$ cat src/verilog/sdc_pkg.sv
// shared constants and types of the dsp standby controller
package sdc_pkg;
    // register port geometry
    localparam int ADDR_W = 4;
    localparam int DATA_W = 16;
    // register offsets
    localparam logic [3:0] REG_CDC = 4'h0;
    localparam logic [3:0] REG_STAT = 4'h1;
    // clock_divider_control fields
    localparam int CDC_RATE_LSB = 0;
    localparam int CDC_RATE_MSB = 3;
    localparam int CDC_DIV_RUN = 4;
    localparam int CDC_SYSTEM_CLOCK_OUTPUT_EN = 5;
    localparam int CDC_SRC_LSB = 6;
    localparam int CDC_SRC_MSB = 7;
    localparam int CDC_PLL_EN = 8;
    localparam logic [15:0] CDC_RESET = 16'h0120;
    // status register fields
    localparam int STAT_HALT = 0;
    localparam int STAT_STOP = 1;
    localparam int STAT_SRC_LSB = 2;
    localparam int STAT_SRC_MSB = 3;
    localparam int STAT_ARMED = 4;
    // clock source encodings
    localparam logic [1:0] SRC_EXT = 2'h0;
    localparam logic [1:0] SRC_PLL = 2'h1;
    localparam logic [1:0] SRC_DIV = 2'h2;
    // wake and release widths in divided-clock cycles
    localparam logic [2:0] HALT_WAKE_TICKS = 3'h4;
    localparam logic [3:0] STOP_REL_TICKS = 4'hc;
    // pin levels
    localparam logic [1:0] STROBES_IDLE = 2'h3;
    // standby sequencer states
    typedef enum logic [1:0] {
        ST_RUN,
        ST_HALT,
        ST_STOP,
        ST_STOP_ARMED
    } sdc_state_type;
endpackage

$ cat src/verilog/sdc_divtick.sv
// programmable divider that marks one reference cycle per divided period
`timescale 1ns/100ps
module sdc_divtick
    import sdc_pkg::*;
(
    // clock and reset
    input wire logic clk,
    input wire logic rst_n,
    // control
    input wire logic run,
    input wire logic [3:0] rate,
    // divided-clock marker, high one cycle per period
    output logic tick
);
    logic [3:0] cnt_q;
    logic [3:0] cnt_d;
    logic tick_d;

    // period is rate plus one reference cycles
    assign tick_d = run && (cnt_q == rate);
    assign cnt_d = (!run || tick_d) ? '0 : 4'(cnt_q + 4'h1);

    // counter and marker flops
    always_ff @(posedge clk or negedge rst_n) begin
        if (!rst_n) begin
            cnt_q <= '0;
            tick <= 1'b0;
        end else begin
            cnt_q <= cnt_d;
            tick <= tick_d;
        end
    end
endmodule // sdc_divtick

$ cat src/verilog/sdc_top.sv
// standby sequencer: halt and stop entry, wake-up, clock source and pin states
//
// Chosen here: the register offsets and strobed register access.
`timescale 1ns/100ps
// Functional notes
// - standby entered only by halt or stop
// - halt switches core clock to divided clock
// - halt wake needs enabled interrupt, four ticks
// - reset forces external clock, boot needed
// - halt holds pins, clock out, halt high
// - hold request floats bus, else strobes high
// - clock output disabled keeps pin low
// - standby clock output high one cycle
// - stop selects divided clock, masks core clock
// - stop left only by reset or release
// - pll runs in stop unless software stopped
// - stop holds pins, both status outputs high
// - no peripheral requests reach core in stop
// - recovery restores previous clock source
module sdc_top
    import sdc_pkg::*;
(
    // clock and reset
    input wire logic clk,
    input wire logic resetn,
    // register port
    input wire logic [3:0] reg_addr,
    input wire logic [15:0] reg_wdata,
    input wire logic reg_wr,
    input wire logic reg_rd,
    output logic [15:0] reg_rdata,
    // core instruction and interrupt side
    input wire logic halt_instr,
    input wire logic stop_instr,
    input wire logic [3:0] ext_int,
    input wire logic [3:0] int_enable,
    input wire logic [3:0] periph_req,
    output logic [3:0] core_periph_req,
    // core memory bus side
    input wire logic [19:0] core_addr,
    input wire logic core_rd_n,
    input wire logic core_wr_n,
    input wire logic core_bus_strobe,
    // external control pins
    input wire logic stop_release_input,
    input wire logic bus_hold_request_n,
    // clock control
    output logic [1:0] clk_src_sel,
    output logic core_clk_en,
    output logic pll_enable,
    output logic boot_request,
    output logic system_clock_output,
    // status pins
    output logic halt_status_output,
    output logic stop_status_output,
    // memory bus pins
    output logic [19:0] memory_address_bus,
    output logic memory_address_bus_oe,
    output logic memory_data_bus_oe,
    output logic [1:0] memory_read_write_strobes,
    output logic memory_read_write_strobes_oe,
    output logic memory_bus_strobe,
    output logic bus_hold_acknowledge_n,
    output logic bus_hold_acknowledge_n_oe
);
    logic rst_meta_q;
    logic rstn;
    sdc_state_type state_q;
    sdc_state_type state_d;
    logic [15:0] cdc_q;
    logic [15:0] cdc_d;
    logic [1:0] saved_src_q;
    logic [1:0] saved_src_d;
    logic [2:0] wake_cnt_q;
    logic [2:0] wake_cnt_d;
    logic [3:0] rel_cnt_q;
    logic [3:0] rel_cnt_d;
    logic div_tick;
    logic wake_any;
    logic wake_done;
    logic rel_done;
    logic entering;
    logic standby_d;
    logic stop_d;
    logic float_bus;
    logic [1:0] cdc_src;
    logic system_clock_output_en;
    logic [15:0] stat_word;
    logic [15:0] rdata_d;
    logic [1:0] src_d;
    logic system_clock_output_d;
    logic [19:0] addr_d;
    logic data_oe_d;
    logic [1:0] strobes_d;
    logic bus_strobe_d;
    logic ack_n_d;
    logic ack_oe_d;

    // reset release through two flops
    always_ff @(posedge clk or negedge resetn) begin
        if (!resetn) begin
            rst_meta_q <= 1'b0;
            rstn <= 1'b0;
        end else begin
            rst_meta_q <= 1'b1;
            rstn <= rst_meta_q;
        end
    end

    // divided clock marker from the configured rate
    sdc_divtick u_div (
        .clk(clk),
        .rst_n(rstn),
        .run(cdc_q[CDC_DIV_RUN]),
        .rate(cdc_q[CDC_RATE_MSB:CDC_RATE_LSB]),
        .tick(div_tick)
    );

    // register decode and field views
    assign cdc_src = cdc_q[CDC_SRC_MSB:CDC_SRC_LSB];
    assign system_clock_output_en = cdc_q[CDC_SYSTEM_CLOCK_OUTPUT_EN];
    assign cdc_d = (reg_wr && reg_addr == REG_CDC) ? reg_wdata : cdc_q;
    assign stat_word = {11'h000, state_q == ST_STOP_ARMED, clk_src_sel,
                        stop_status_output, halt_status_output};
    assign rdata_d = !reg_rd ? '0 :
                     (reg_addr == REG_CDC) ? cdc_q :
                     (reg_addr == REG_STAT) ? stat_word : '0;

    // halt wake: enabled interrupt held for four divided cycles
    assign wake_any = |(ext_int & int_enable);
    assign wake_done = (state_q == ST_HALT) && wake_any && div_tick &&
                       (wake_cnt_q == 3'(HALT_WAKE_TICKS - 3'h1));
    assign wake_cnt_d = (state_q != ST_HALT || !wake_any) ? '0 :
                        div_tick ? 3'(wake_cnt_q + 3'h1) : wake_cnt_q;

    // stop release: release pin high for twelve divided cycles
    assign rel_done = (state_q == ST_STOP) && stop_release_input && div_tick &&
                      (rel_cnt_q == 4'(STOP_REL_TICKS - 4'h1));
    assign rel_cnt_d = (state_q != ST_STOP || !stop_release_input) ? '0 :
                       div_tick ? 4'(rel_cnt_q + 4'h1) : rel_cnt_q;

    // standby sequencer; divider is assumed started by software
    always_comb begin
        state_d = state_q;
        case (state_q)
            ST_RUN: begin
                if (stop_instr) begin
                    state_d = ST_STOP;
                end else if (halt_instr) begin
                    state_d = ST_HALT;
                end
            end
            ST_HALT: begin
                if (wake_done) begin
                    state_d = ST_RUN;
                end
            end
            ST_STOP: begin
                if (rel_done) begin
                    state_d = ST_STOP_ARMED;
                end
            end
            ST_STOP_ARMED: begin
                if (!stop_release_input) begin
                    state_d = ST_RUN;
                end
            end
            default: begin
                state_d = ST_RUN;
            end
        endcase
    end

    // clock source selection and restore on exit
    assign entering = (state_q == ST_RUN) && (state_d != ST_RUN);
    assign standby_d = (state_d != ST_RUN);
    assign stop_d = (state_d == ST_STOP) || (state_d == ST_STOP_ARMED);
    assign saved_src_d = entering ? cdc_src : saved_src_q;
    assign src_d = standby_d ? SRC_DIV :
                   (state_q != ST_RUN) ? saved_src_q : cdc_src;

    // clock output: one-cycle high marks in standby, toggling otherwise
    assign system_clock_output_d = !system_clock_output_en ? 1'b0 :
                      standby_d ? div_tick :
                      !system_clock_output;

    // memory bus pin states; address held in standby, bus strobe held unless hold request drives it low, strobes driven idle
    assign float_bus = !bus_hold_request_n;
    assign addr_d = standby_d ? memory_address_bus : core_addr;
    assign data_oe_d = !float_bus && !standby_d && !core_wr_n;
    assign strobes_d = standby_d ? STROBES_IDLE : {core_rd_n, core_wr_n};
    assign bus_strobe_d = !standby_d ? core_bus_strobe :
                          float_bus ? 1'b0 : memory_bus_strobe;
    assign ack_n_d = !(float_bus && !standby_d);
    assign ack_oe_d = !(float_bus && standby_d);

    // sequencer and configuration flops
    always_ff @(posedge clk or negedge rstn) begin
        if (!rstn) begin
            state_q <= ST_RUN;
            cdc_q <= CDC_RESET;
            saved_src_q <= SRC_EXT;
            wake_cnt_q <= '0;
            rel_cnt_q <= '0;
        end else begin
            state_q <= state_d;
            cdc_q <= cdc_d;
            saved_src_q <= saved_src_d;
            wake_cnt_q <= wake_cnt_d;
            rel_cnt_q <= rel_cnt_d;
        end
    end

    // clock control and status outputs; reset picks the external clock
    always_ff @(posedge clk or negedge rstn) begin
        if (!rstn) begin
            clk_src_sel <= SRC_EXT;
            boot_request <= 1'b1;
            core_clk_en <= 1'b1;
            pll_enable <= CDC_RESET[CDC_PLL_EN];
            system_clock_output <= 1'b0;
            halt_status_output <= 1'b0;
            stop_status_output <= 1'b0;
            core_periph_req <= '0;
            reg_rdata <= '0;
        end else begin
            clk_src_sel <= src_d;
            boot_request <= 1'b0;
            core_clk_en <= !stop_d;
            pll_enable <= cdc_d[CDC_PLL_EN];
            system_clock_output <= system_clock_output_d;
            halt_status_output <= standby_d;
            stop_status_output <= stop_d;
            core_periph_req <= stop_d ? '0 : periph_req;
            reg_rdata <= rdata_d;
        end
    end

    // memory bus pin flops, reset to address low and strobes high
    always_ff @(posedge clk or negedge rstn) begin
        if (!rstn) begin
            memory_address_bus <= '0;
            memory_address_bus_oe <= 1'b1;
            memory_data_bus_oe <= 1'b0;
            memory_read_write_strobes <= STROBES_IDLE;
            memory_read_write_strobes_oe <= 1'b1;
            memory_bus_strobe <= 1'b1;
            bus_hold_acknowledge_n <= 1'b1;
            bus_hold_acknowledge_n_oe <= 1'b1;
        end else begin
            memory_address_bus <= addr_d;
            memory_address_bus_oe <= !float_bus;
            memory_data_bus_oe <= data_oe_d;
            memory_read_write_strobes <= strobes_d;
            memory_read_write_strobes_oe <= !float_bus;
            memory_bus_strobe <= bus_strobe_d;
            bus_hold_acknowledge_n <= ack_n_d;
            bus_hold_acknowledge_n_oe <= ack_oe_d;
        end
    end
endmodule // sdc_top
$ cat config.mk
export PLATFORM = sky130hd
export DESIGN_NAME = sdc_top
export DESIGN_NICKNAME = d
export VERILOG_FILES = /design/src/verilog/sdc_pkg.sv /design/src/verilog/sdc_divtick.sv /design/src/verilog/sdc_top.sv
export SDC_FILE = /design/constraint.sdc
export NUM_CORES = 1
export LEC_CHECK = 0
export BUFFER_PORTS_ARGS = -buffer_cell sky130_fd_sc_hd__clkbuf_2
export CAP_MARGIN = 5
export CORE_MARGIN = 4
export CORE_UTILIZATION = 40
export DETAILED_ROUTE_END_ITERATION = 6
export PLACE_DENSITY_LB_ADDON = 0.3
export SLEW_MARGIN = 5
export SYNTH_ARGS = -nofsm -noshare
export SYNTH_HDL_FRONTEND = slang
export SYNTH_SLANG_ARGS = --single-unit
$ cat constraint.sdc
create_clock -name clk -period 3.6 [get_ports clk]
set_clock_uncertainty 0.15 [all_clocks]
set_input_delay 0.72 -clock clk [delete_from_list [all_inputs] [get_ports clk]]
set_output_delay 0.72 -clock clk [all_outputs]
set_load 0.02 [all_outputs]
==> Yosys cells after proc, flatten, opt, wreduce, memory -nomap -nowiden <==
Cells that the tools add are included.
{ "op_classes": {"n_addsub": 3, "eq_ne": 12, "n_mux": 22, "n_bitwise": 1, "reduce_logical": 34} }
{ "ops": {"columns": ["cell", "n"], "rows": [
  ["16-bit 2-to-1 mux", 2],
  ["2-bit 2-to-1 mux", 8],
  ["4-bit 2-to-1 mux", 4],
  ["1-bit logical AND", 13],
  ["1-bit logical NOT", 10],
  ["4-bit by 1-bit adder with 4-bit output, second input constant", 2],
  ["2-bit equality test, second input constant", 4],
  ["2-bit case mux with 4 select lines", 1],
  ["2-bit nonzero test", 4],
  ["3-bit 2-to-1 mux", 2],
  ["5-bit 2-to-1 mux", 1],
  ["4-bit AND", 1],
  ["4-bit by 1-bit equality test with 1-bit output, second input constant", 1],
  ["4-bit equality test", 1],
  ["4-bit equality test, second input constant", 1],
  ["4-bit logical NOT", 1],
  ["1-bit logical OR", 4],
  ["1-bit 2-to-1 mux", 4],
  ["2-bit != test, second input constant", 2],
  ["4-bit OR reduction", 1],
  ["3-bit by 1-bit adder with 3-bit output, second input constant", 1],
  ["3-bit by 2-bit equality test with 1-bit output, second input constant", 1],
  ["2-bit by 1-bit equality test with 1-bit output, second input constant", 1],
  ["2-bit logical NOT", 1],
  ["2-bit by 1-bit != test with 1-bit output, second input constant", 1]
]} }
{ "word_totals": {"reg_bits": 88, "inputBits": 63, "word_cells": 97} }

==> Longest topological paths before layout <==
Gate-level depths: netlist of run 1.
{ "depth": {"word_depth": 11, "mapped_depth": 8, "ltp_nobuf": 7} }

==> Cells and area by module <==
From an unflattened synthesis of run 1, not the netlist that was laid out.
{ "unflattened": {"cells_unflattened": 234, "hier_area_um2": 3367.0} }
{ "by_module_without_submodules": {"columns": ["module", "n_inst", "cells_each", "area_each_um2", "seq_area_each_um2"], "rows": [
  ["sdc_top", 1, 214, 3120.5, 2089.5],
  ["sdc_divtick", 1, 20, 246.5, 125.1]
]} }

==> Worst setup path after synthesis of run 1 <==
Ideal clock, no wire load.
{ "synth_timing": {"path_type": "in2reg", "from": "in stop_release_input", "to": "reg memory_address_bus[0]", "setup_ns": 0.125, "arrival_time_ns": 1.903, "t_required_ns": 3.325, "slack_ns": 1.422, "cell_stages": 6, "n_path_buf": 1, "path_cell_list": "and2_1 > o22ai_1 > a21oi_1 > nor3_4 > buf_6 > mux2_4"} }
{ "synth_via": {"elab_chain_cells": 6} }
{ "synth_lines": {"columns": ["item", "line", "source"], "rows": [
  ["from (decl)", "sdc_top.sv:45", "input wire logic stop_release_input,"],
  ["1-bit logical AND (3 in a row)", "sdc_top.sv:137", "assign rel_done = (state_q == ST_STOP) && stop_release_input && div_tick &&"],
  ["2-bit 2-to-1 mux", "sdc_top.sv:159", "if (rel_done) begin"],
  ["2-bit case mux with 4 select lines *", "sdc_top.sv:145", "case (state_q)"],
  ["2-bit nonzero test *", "sdc_top.sv:176", "assign standby_d = (state_d != ST_RUN);"],
  ["to (signal assigned)", "sdc_top.sv:251", "memory_address_bus <= addr_d;"],
  ["to (decl)", "sdc_top.sv:57", "output logic [19:0] memory_address_bus,"]
]} }
Every way passes the cells marked *; elsewhere a longest branch is shown, timed or not.
A chain may end at the register's enable or synchronous reset.

==> Final worst setup path of run 1 <==
{ "layout_timing": {"from": "reg u_div.tick", "to": "reg memory_address_bus[18]"} }
{ "layout_via": {"elab_chain_cells": 5} }
{ "layout_lines": {"columns": ["item", "line", "source"], "rows": [
  ["from (decl)", "sdc_divtick.sv:13", "output logic tick"],
  ["from (signal assigned)", "sdc_divtick.sv:30", "tick <= tick_d;"],
  ["1-bit logical AND (on tied branches) (2 in a row)", "sdc_top.sv:137, sdc_top.sv:131", null],
  ["2-bit 2-to-1 mux (on tied branches)", "sdc_top.sv:159, sdc_top.sv:154", null],
  ["2-bit case mux with 4 select lines *", "sdc_top.sv:145", null],
  ["2-bit nonzero test *", "sdc_top.sv:176", null]
]} }
Marks and branches as above.

==> results of run 1 <==
[critical path, stage by stage, from the launching register on]
cell     delay [ns]
dfrtp_1        0.53
and4b_1        0.29
o22ai_1        0.14
a21oi_1        0.10
nor3_4         0.19
buf_4          0.43
mux2_2         0.39
[cell usage in the layout, fill, tap and decap left out, drive strengths merged, types with 3 or more instances in the layout]
| cell | count |
|---|---|
| and2 | 16 |
| clkbuf | 127 |
| clkinv | 4 |
| dfrtp | 78 |
| dfstp | 10 |
| ha | 4 |
| inv | 9 |
| mux2 | 36 |
| mux2i | 7 |
| nand2 | 10 |
| nand2b | 5 |
| nor2 | 19 |
| nor2b | 3 |
| nor3 | 3 |
| o22ai | 3 |
| xnor2 | 7 |
| xor2 | 3 |
[path summary, 6_finish.rpt]
kind | endpoint | depth (start not counted)
hold reg to reg | rstn$_DFF_PN0_ | 0
max in group asynchronous | wake_cnt_q[2]$_DFFE_PN0P_ | 0
setup reg to reg | memory_address_bus[18]$_DFFE_PN0N_ | 6
min in group asynchronous | memory_address_bus[10]$_DFFE_PN0N_ | 0
setup / recovery | memory_address_bus[18]$_DFFE_PN0N_ | 6
hold / removal | rstn$_DFF_PN0_ | 0
[sequential cells by signal (all words and copies together), names as in the netlist, 2 cells and up]
| signal | cells |
|---|---|
| wake_cnt_q | 3 |
| clk_src_sel | 2 |
| cdc_q | 16 |
| memory_read_write_strobes | 2 |
| saved_src_q | 2 |
| memory_address_bus | 20 |
| u_div.cnt_q | 4 |
| rel_cnt_q | 4 |
| state_q | 2 |
| reg_rdata | 16 |
| core_periph_req | 4 |
[final cells by class]
type / instances / area, um^2 / share of cell area (%)
sequential: 88 / 2220 / 51.5
multi-input combinational: 139 / 1140 / 26.5
timing repair buffer: 121 / 616 / 14.3
tap: 105 / 131 / 3.05
clock buffer: 9 / 124 / 2.88
clock inverter: 7 / 47.5 / 1.10
inverter: 8 / 30.0 / 0.697
[per-layer routing]
layer  vias up  track usage, %  share of wire, %
li1       1052               -                 -
met2        56            24.6                53
met5         -               0                 0
met1      1062            16.9                40
met3         6            4.43               5.8
met4         0            4.70              0.99
[kinds of logic after synthesis]
logic type	after synthesis	synth area share, %
and+or+nand+nor	67	10.5
adders and majority gates	4	1.45
AOI/OAI and AO/OA	13	2.65
xor gates and xnor gates	10	2.54
other	2	0.218
muxes	43	15.7
DFF	88	64.2
buffers and inverters	17	2.79
[through the flow]
step	std cells	cell area [um^2]
2_1_floorplan	244	3450
3_3_place_gp	460	4130
3_5_place_dp	460	4130
4_1_cts	477	4310
5_1_grt	477	4310
6_report	477	4310
[power groups by stage]
stage	Clock [mW]	Combinational (mW)	Sequential, mW
finish	0.598	0.445	1.25
detailed placement	0	0.450	1.27
global placement	0	0.439	1.26
floorplan	0	0.208	1.34
CTS	0.622	0.453	1.25
global route	0.660	0.482	1.27
==> flow_summary_export.csv, run 1 <==
group,metric,value,unit
run_status,status,"finished clean",
timing,drv_slew,0,
global_route,grt_max_degree,87,
setup_path,rrSetupSlack,1.26,ns
power,p_int,1.62,mW
power,p_seq_share,54.4,%
clocking,htree_levels,3,
global_route,grt_overflow,0,
die,core,8300,um^2
clocking,post_cts_resized,0,
place,gp_congestion,0.743,
synth,synth_edf_count,0,
setup_path,worst-setup-path-type,"flop to flop",
route,ant_nets,0,
global_route,antenna_found_initial,0,
synth,synth_area_per_cell,14.1,um^2
clocking,insertion_delay,0.35,ns
power,pwr-share-clk,26.1,%
clocking,hold_buffers,1,
setup_path,cp-startpoint,"u_div.tick$_DFF_PN0_",
synth,ys_types,39,
timing,fin_crit,2.34,ns
hold_path,hold_path_class,"flop to flop",
global_route,grt_pass1_wl,11200,um
timing,relSlewSlack,28.7,%
route,route.vias.total,2176,
synth,synth_nets,311,
power,powerDensity,532,nW/um^2
synth,yosys.area.top_type,"dfrtp_1",
die,die_y,101,um
route,avgViaCountPerCell,4.56,
timing,setup-violations-final,0,
synth,yosys_register_bits,88,
timing,finalSetupTns,0,ns
die,ios,119,
setup_path,crit_path_max_fanout,32,
synth,synth_commonest_cells,"dfrtp_1, nor2_1, mux2_2, mux2_4, and2_1",
cells_and_area,final_util,51.9,%
power,total_power,2.29,mW
clocking,cts_setup_buffers,0,
die,die_width,101,um
die,dieArea,10200,um^2
synth,synth_area,3450,um^2
timing,layout_setup_ws,1.26,ns
timing,worst_pin_slew,1.07,ns
place,dp_slack,0.989,ns
power,p_leak,2.17,nW
power,switching_share,29.3,%
timing,hold_ws,0.209,ns
setup_path,arrival,2.43,ns
timing,hold_viol,0,
hold_path,worstHoldStart,"rst_meta_q$_DFF_PN0_",
clocking,clk_pin_slew_worst_paths,0.09,ns
global_route,grt_pass1_vias,2322,
die,rows,33,
timing,min_period_over_period,65.0,%
setup_path,r2r_start,"u_div.tick$_DFF_PN0_",
synth,synthArstFlopShare,100,%
synth,synthCells,244,
clocking,clk_path_buf_depth,2,
clocking,cts.sinks,88,
place,dp_hpwl,5050,um
cells_and_area,antennaDiodeCount,0,
route,drt_first_pass_iters,4,
cells_and_area,area_delta_synth_final,24.8,%
cells_and_area,drive_above_1_share,50.8,%
synth,synth.area.top_cells,"dfrtp_1, mux2_4, dfstp_2",
power,p_switching,0.672,mW
global_route,grtUsageTotal,14.2,%
clocking,root_buffer,"clkbuf_8",
die,start_util,41.6,%
place,portBuffers,118,
setup_path,worst_ep_required_time,3.69,ns
route,drc,0,
cells_and_area,fin_nets,434,
timing,max_clock_freq,428,MHz
synth,seq_area_frac_synth,64.2,%
synth,synth_most_common_cell,"dfrtp_1",
setup_path,critical_path.startpoint_type,"flop",
synth,synthesis.yosys.warnings,0,
clocking,cts_buffers,9,
route,drt_iter0_drc,74,
setup_path,cp-end-kind,"flop",
route,routed_wl,6950,um
clocking,cts_tree,"built",
synth,synth_top_area_share,56.5,%
synth,synth_ff_type,"dfrtp_1",
timing,rsz0062_at_grt,"false",
power,vdd_drop_max,281,uV
cells_and_area,fillers,756,
route,drt-wirelength-per-cell,14.6,um
power,p_comb_share,19.4,%
run,cap_violations,0,
Power figures use the tool's default switching activity.
==> run 2: changes to the inputs <==
clock period = 2.2 ns   (was 3.6 ns; I/O delays follow)
==> flow_summary_export.csv, run 2 (synthesized netlist as in run 1, its figures left out) <==
group,metric,value,unit
clocking,root_buffer,"clkbuf_8",
setup_path,slowest_delay,0.40,ns
clocking,clk_path_buf_depth,2,
power,p_int,2.96,mW
place,gp_congestion,0.769,
cells_and_area,fin_nets,443,
timing,relSlewSlack,56.6,%
hold_path,hold_path_class,"primary input to flop",
die,die_y,101,um
clocking,insertion_delay,0.35,ns
die,dieArea,10200,um^2
route,drc,0,
setup_path,r2r_start,"wake_cnt_q[0]$_DFFE_PN0P_",
timing,finalSetupTns,0,ns
route,routed_wl,7130,um
route,ant_nets,0,
place,dp_hpwl,5210,um
global_route,grt_max_degree,39,
route,drt-wirelength-per-cell,14.7,um
cells_and_area,final_cell_mix,"clkbuf_2, dfrtp_1, nor2_1",
route,drt_first_pass_iters,4,
setup_path,crit_path_max_fanout,16,
cells_and_area,area_delta_synth_final,30.4,%
cells_and_area,final_util,54.2,%
cells_and_area,antennaDiodeCount,0,
hold_path,worstHoldStart,"bus_hold_request_n",
clocking,cts_tree,"built",
timing,rsz0062_at_grt,"false",
cells_and_area,reg_top3,"memory_address_bus x20, cdc_q x16, reg_rdata x16",
die,rows,33,
global_route,grt_pass1_wl,11200,um
global_route,antenna_found_initial,0,
timing,max_clock_freq,477,MHz
timing,worst_pin_slew,0.642,ns
power,pwr-share-clk,31.5,%
setup_path,cp-end-kind,"flop",
setup_path,slowest_stage,"dfrtp_1",
run_status,status,"finished clean",
clocking,htree_levels,3,
setup_path,worst_ep_required_time,2.28,ns
timing,fin_crit,2.10,ns
cells_and_area,drive_above_1_share,52.0,%
timing,drv_slew,0,
timing,setup-violations-final,0,
setup_path,cp_top_family,"flip-flops",
place,portBuffers,118,
setup_path,rr_endpoint,"memory_address_bus[1]$_DFFE_PN0N_",
global_route,grt_pass1_vias,2316,
cells_and_area,mostFrequentLayoutCell,"clkbuf_2",
power,switching_share,27.1,%
setup_path,ff2ff_path_depth,9,
die,ios,119,
die,core,8300,um^2
cells_and_area,regMostFlops,"memory_address_bus",
timing,min_period_over_period,95.3,%
cells_and_area,largest_register_ffs,20,
run,cap_violations,0,
power,p_switching,1.10,mW
clocking,cts.sinks,88,
die,start_util,41.6,%
setup_path,path_buf_inv,2,
power,total_power,4.06,mW
power,powerDensity,902,nW/um^2
setup_path,worst-setup-path-type,"flop to flop",
global_route,grtUsageTotal,14.2,%
power,vdd_drop_max,402,uV
route,avgViaCountPerCell,4.59,
timing,hold_viol,0,
global_route,grt_overflow,0,
clocking,cts_buffers,9,
power,p_leak,2.27,nW
setup_path,cp-startpoint,"wake_cnt_q[0]$_DFFE_PN0P_",
die,die_width,101,um
route,drt_iter0_drc,64,
power,p_seq_share,49.6,%
setup_path,critPathCapture,"memory_address_bus[1]$_DFFE_PN0N_",
setup_path,critical_path.startpoint_type,"flop",
setup_path,arrival,2.18,ns
route,route.vias.total,2232,
setup_path,crit_chain,"ha_1 > ha_1 > nand2_1 > nor2_1 > a21oi_1 > nor3_4 > buf_4 > clkbuf_16 > mux2_4",
setup_path,path_common_cell,"ha_1",
setup_path,rrSetupSlack,0.10,ns
power,p_comb_share,18.9,%
clocking,clk_pin_slew_worst_paths,0.09,ns
setup_path,cp.depth,9,
[run 2: cell types whose count changed in the layout (fill, tap and decap cells not counted)]
cell,change
clkbuf_16,+2
clkinv_4,+1
clkbuf_8,+2
buf_4,+5
clkinvlp_4,-2
bufinv_16,+2
buf_12,+2
clkinv_2,-3
[run 2: timing repair]
item	4_1_cts	5_1_grt
setup buffers	0	2
hold buffers	1	0
resized for setup	0	0
endpoints found under the setup margin	0	5
endpoints found under the hold margin	2	0
[run 2: metrics by stage]
stage          hold WS, ns  cells  setup slack (ns)  instance area [um^2]
2_1_floorplan     -0.00559    244             0.177                  3450
3_3_place_gp        0.0775    465             0.106                  4190
3_5_place_dp        0.0773    465            0.0421                  4190
4_1_cts             0.0544    482            0.0327                  4440
5_1_grt             0.0489    486            0.0165                  4500
6_report            0.0735    486             0.104                  4500
[run 2: how the worst min path moves through the flow]
stage / end / slack [ns] / cells past startpoint
after floorplan: rst_meta_q$_DFF_PN0_ / -0.006 / 0
after global placement: rst_meta_q$_DFF_PN0_ / 0.08 / 1
after detailed placement: rst_meta_q$_DFF_PN0_ / 0.08 / 1
after CTS: memory_read_write_strobes_oe$_DFF_PN1_ / 0.05 / 1
after global routing: memory_read_write_strobes_oe$_DFF_PN1_ / 0.05 / 1
final: memory_read_write_strobes_oe$_DFF_PN1_ / 0.07 / 1
[run 2: layer usage]
metal	track usage [%]	wire length, um	vias up
li1	-	-	1074
met1	17.7	2970	1095
met2	23.5	3640	57
met3	4.01	444	6
met4	5.21	70	0
met5	0	0	-
[run 2: power by group through the flow]
stage,Combinational (mW),Sequential [mW],Clock [mW]
6_report,0.767,2.01,1.28
5_1_grt,0.834,2.05,1.39
4_1_cts,0.781,2.02,1.32
3_5_place_dp,0.781,2.04,0
3_3_place_gp,0.762,2.04,0
2_1_floorplan,0.340,2.19,0
[run 2: area by class of cell]
cell class	instances	area (um^2)
flip-flops and latches	88	2220
multi-input cells	139	1140
well taps	105	131
fillers	737	3800
clock buffers	11	151
inverters	8	30.0
clock inverters	5	86.3
repair buffers	130	743
==> run 3: changes to the inputs <==
BUFFER_PORTS_ARGS = -buffer_cell sky130_fd_sc_hd__buf_2   (was -buffer_cell sky130_fd_sc_hd__clkbuf_2)
==> flow_summary_export.csv, run 3 (synthesized netlist as in run 1, its figures left out) <==
group,metric,value,unit
power,switching_share,26.5,%
clocking,clk_path_buf_depth,2,
place,dp_slack,0.0657,ns
route,avgViaCountPerCell,4.53,
hold_path,holdPathStages,1,
global_route,grt_pass1_wl,10900,um
cells_and_area,fin_nets,439,
cells_and_area,mostFrequentLayoutCell,"buf_2",
cells_and_area,area_delta_synth_final,29.0,%
power,p_comb_share,18.9,%
timing,worst_pin_slew,0.634,ns
global_route,grtUsageTotal,13.9,%
cells_and_area,stdcell_area,4450,um^2
cells_and_area,reg_top3,"memory_address_bus x20, cdc_q x16, reg_rdata x16",
route,drt_first_pass_iters,4,
timing,setup-violations-final,0,
global_route,antenna_found_initial,0,
global_route,use_met2,22.2,%
route,route.vias.total,2185,
global_route,grt.busiest_layer,"met2",
power,vdd_drop_max,448,uV
timing,hold_ws,0.0718,ns
cells_and_area,drive_above_1_share,50.9,%
power,powerDensity,919,nW/um^2
die,die_y,101,um
global_route,grtUsageMet3,4.15,%
power,p_switching,1.08,mW
clocking,post_cts_resized,0,
place,dp_hpwl,5060,um
run,cap_violations,0,
global_route,grt.met1_usage,17.7,%
cells_and_area,final_cell_mix,"buf_2, dfrtp_1, nor2_1",
place,portBuffers,118,
power,p_leak,2.24,nW
cells_and_area,largest_register_ffs,20,
setup_path,ff2ff_path_depth,7,
clocking,cts_setup_buffers,0,
setup_path,arrival,2.18,ns
power,total_power,4.09,mW
run_status,status,"finished clean",
clocking,cts.sinks,88,
die,start_util,41.6,%
power,p_int,3.01,mW
timing,hold_viol,0,
die,rows,33,
place,dpl_cell_area,4180,um^2
timing,layout_setup_ws,0.113,ns
cells_and_area,regMostFlops,"memory_address_bus",
timing,max_clock_freq,479,MHz
cells_and_area,final_util,53.7,%
setup_path,cp-end-kind,"flop",
power,p_seq_share,49.0,%
die,ios,119,
route,routed_wl,7010,um
clocking,root_buffer,"clkbuf_8",
clocking,htree_levels,3,
hold_path,hold_path_class,"primary input to flop",
setup_path,worst_ep_required_time,2.30,ns
route,drt-wirelength-per-cell,14.5,um
global_route,grt_pass1_vias,2201,
timing,fin_crit,2.09,ns
global_route,grt_max_degree,61,
timing,drv_slew,0,
clocking,cts_tree,"built",
place,placed_cells_incl_taps,464,
route,ant_nets,0,
route,drt_iter0_drc,41,
global_route,grt_overflow,0,
cells_and_area,final_cells,482,
timing,rsz0062_at_grt,"false",
timing,finalSetupTns,0,ns
cells_and_area,antennaDiodeCount,0,
die,die_width,101,um
setup_path,worst-setup-path-type,"flop to flop",
clocking,insertion_delay,0.35,ns
timing,relSlewSlack,57.1,%
setup_path,crit_path_max_fanout,16,
power,pwr-share-clk,32.1,%
clocking,cts_buffers,9,
die,dieArea,10200,um^2
setup_path,critical_path.startpoint_type,"flop",
die,core,8300,um^2
place,gp_congestion,0.796,
route,drc,0,
timing,min_period_over_period,94.9,%
clocking,clk_pin_slew_worst_paths,0.09,ns
==> run 3: final timing paths <==
check                                          from                                      to  slack (ns)
setup / recovery           rel_cnt_q[0]$_DFFE_PN0P_      memory_address_bus[17]$_DFFE_PN0N_        0.11
hold / removal                   bus_hold_request_n  memory_read_write_strobes_oe$_DFF_PN1_        0.07
setup reg to reg           rel_cnt_q[0]$_DFFE_PN0P_      memory_address_bus[17]$_DFFE_PN0N_        0.11
hold reg to reg                      rstn$_DFF_PN0_                    cdc_q[9]$_DFFE_PN0P_        0.10
max in group asynchronous            rstn$_DFF_PN0_  memory_read_write_strobes[0]$_DFF_PN1_        1.11
min in group asynchronous            rstn$_DFF_PN0_                    cdc_q[9]$_DFFE_PN0P_        0.10
==> run 3: final cells by class <==
cell class,instances,area (um^2)
fillers,723,3840
flip-flops and latches,88,2220
multi-input cells,139,1140
repair buffers,126,696
clock buffers,11,131
well taps,105,131
clock inverters,5,106
inverters,8,30.0
==> run 3: timing repair <==
action	4_1_cts	5_1_grt
hold endpoints to repair	2	0
setup endpoints to repair	0	8
hold buffers	1	0
==> run 3: worst max-delay path, cell delays in order (launching register included) <==
cell	delay, ns
dfrtp_1	0.41
ha_1	0.22
and4b_1	0.19
o22ai_1	0.12
a21oi_1	0.09
nor3_4	0.23
buf_12	0.21
mux2_2	0.34
==> run 3: layer usage <==
layer / share of wire (%) / up-vias
li1: - / 1062
met1: 42 / 1058
met2: 51 / 54
met3: 6.2 / 11
met4: 1.6 / 0
met5: 0 / -
==> run 3: power by group through the flow <==
stage               combinational [mW]  sequential [mW]  clock [mW]
floorplan                        0.340             2.19           0
global placement                 0.769             2.03           0
detailed placement               0.788             2.03           0
CTS                              0.791             2.01        1.35
global route                     0.840             2.04        1.42
finish                           0.774             2.00        1.31
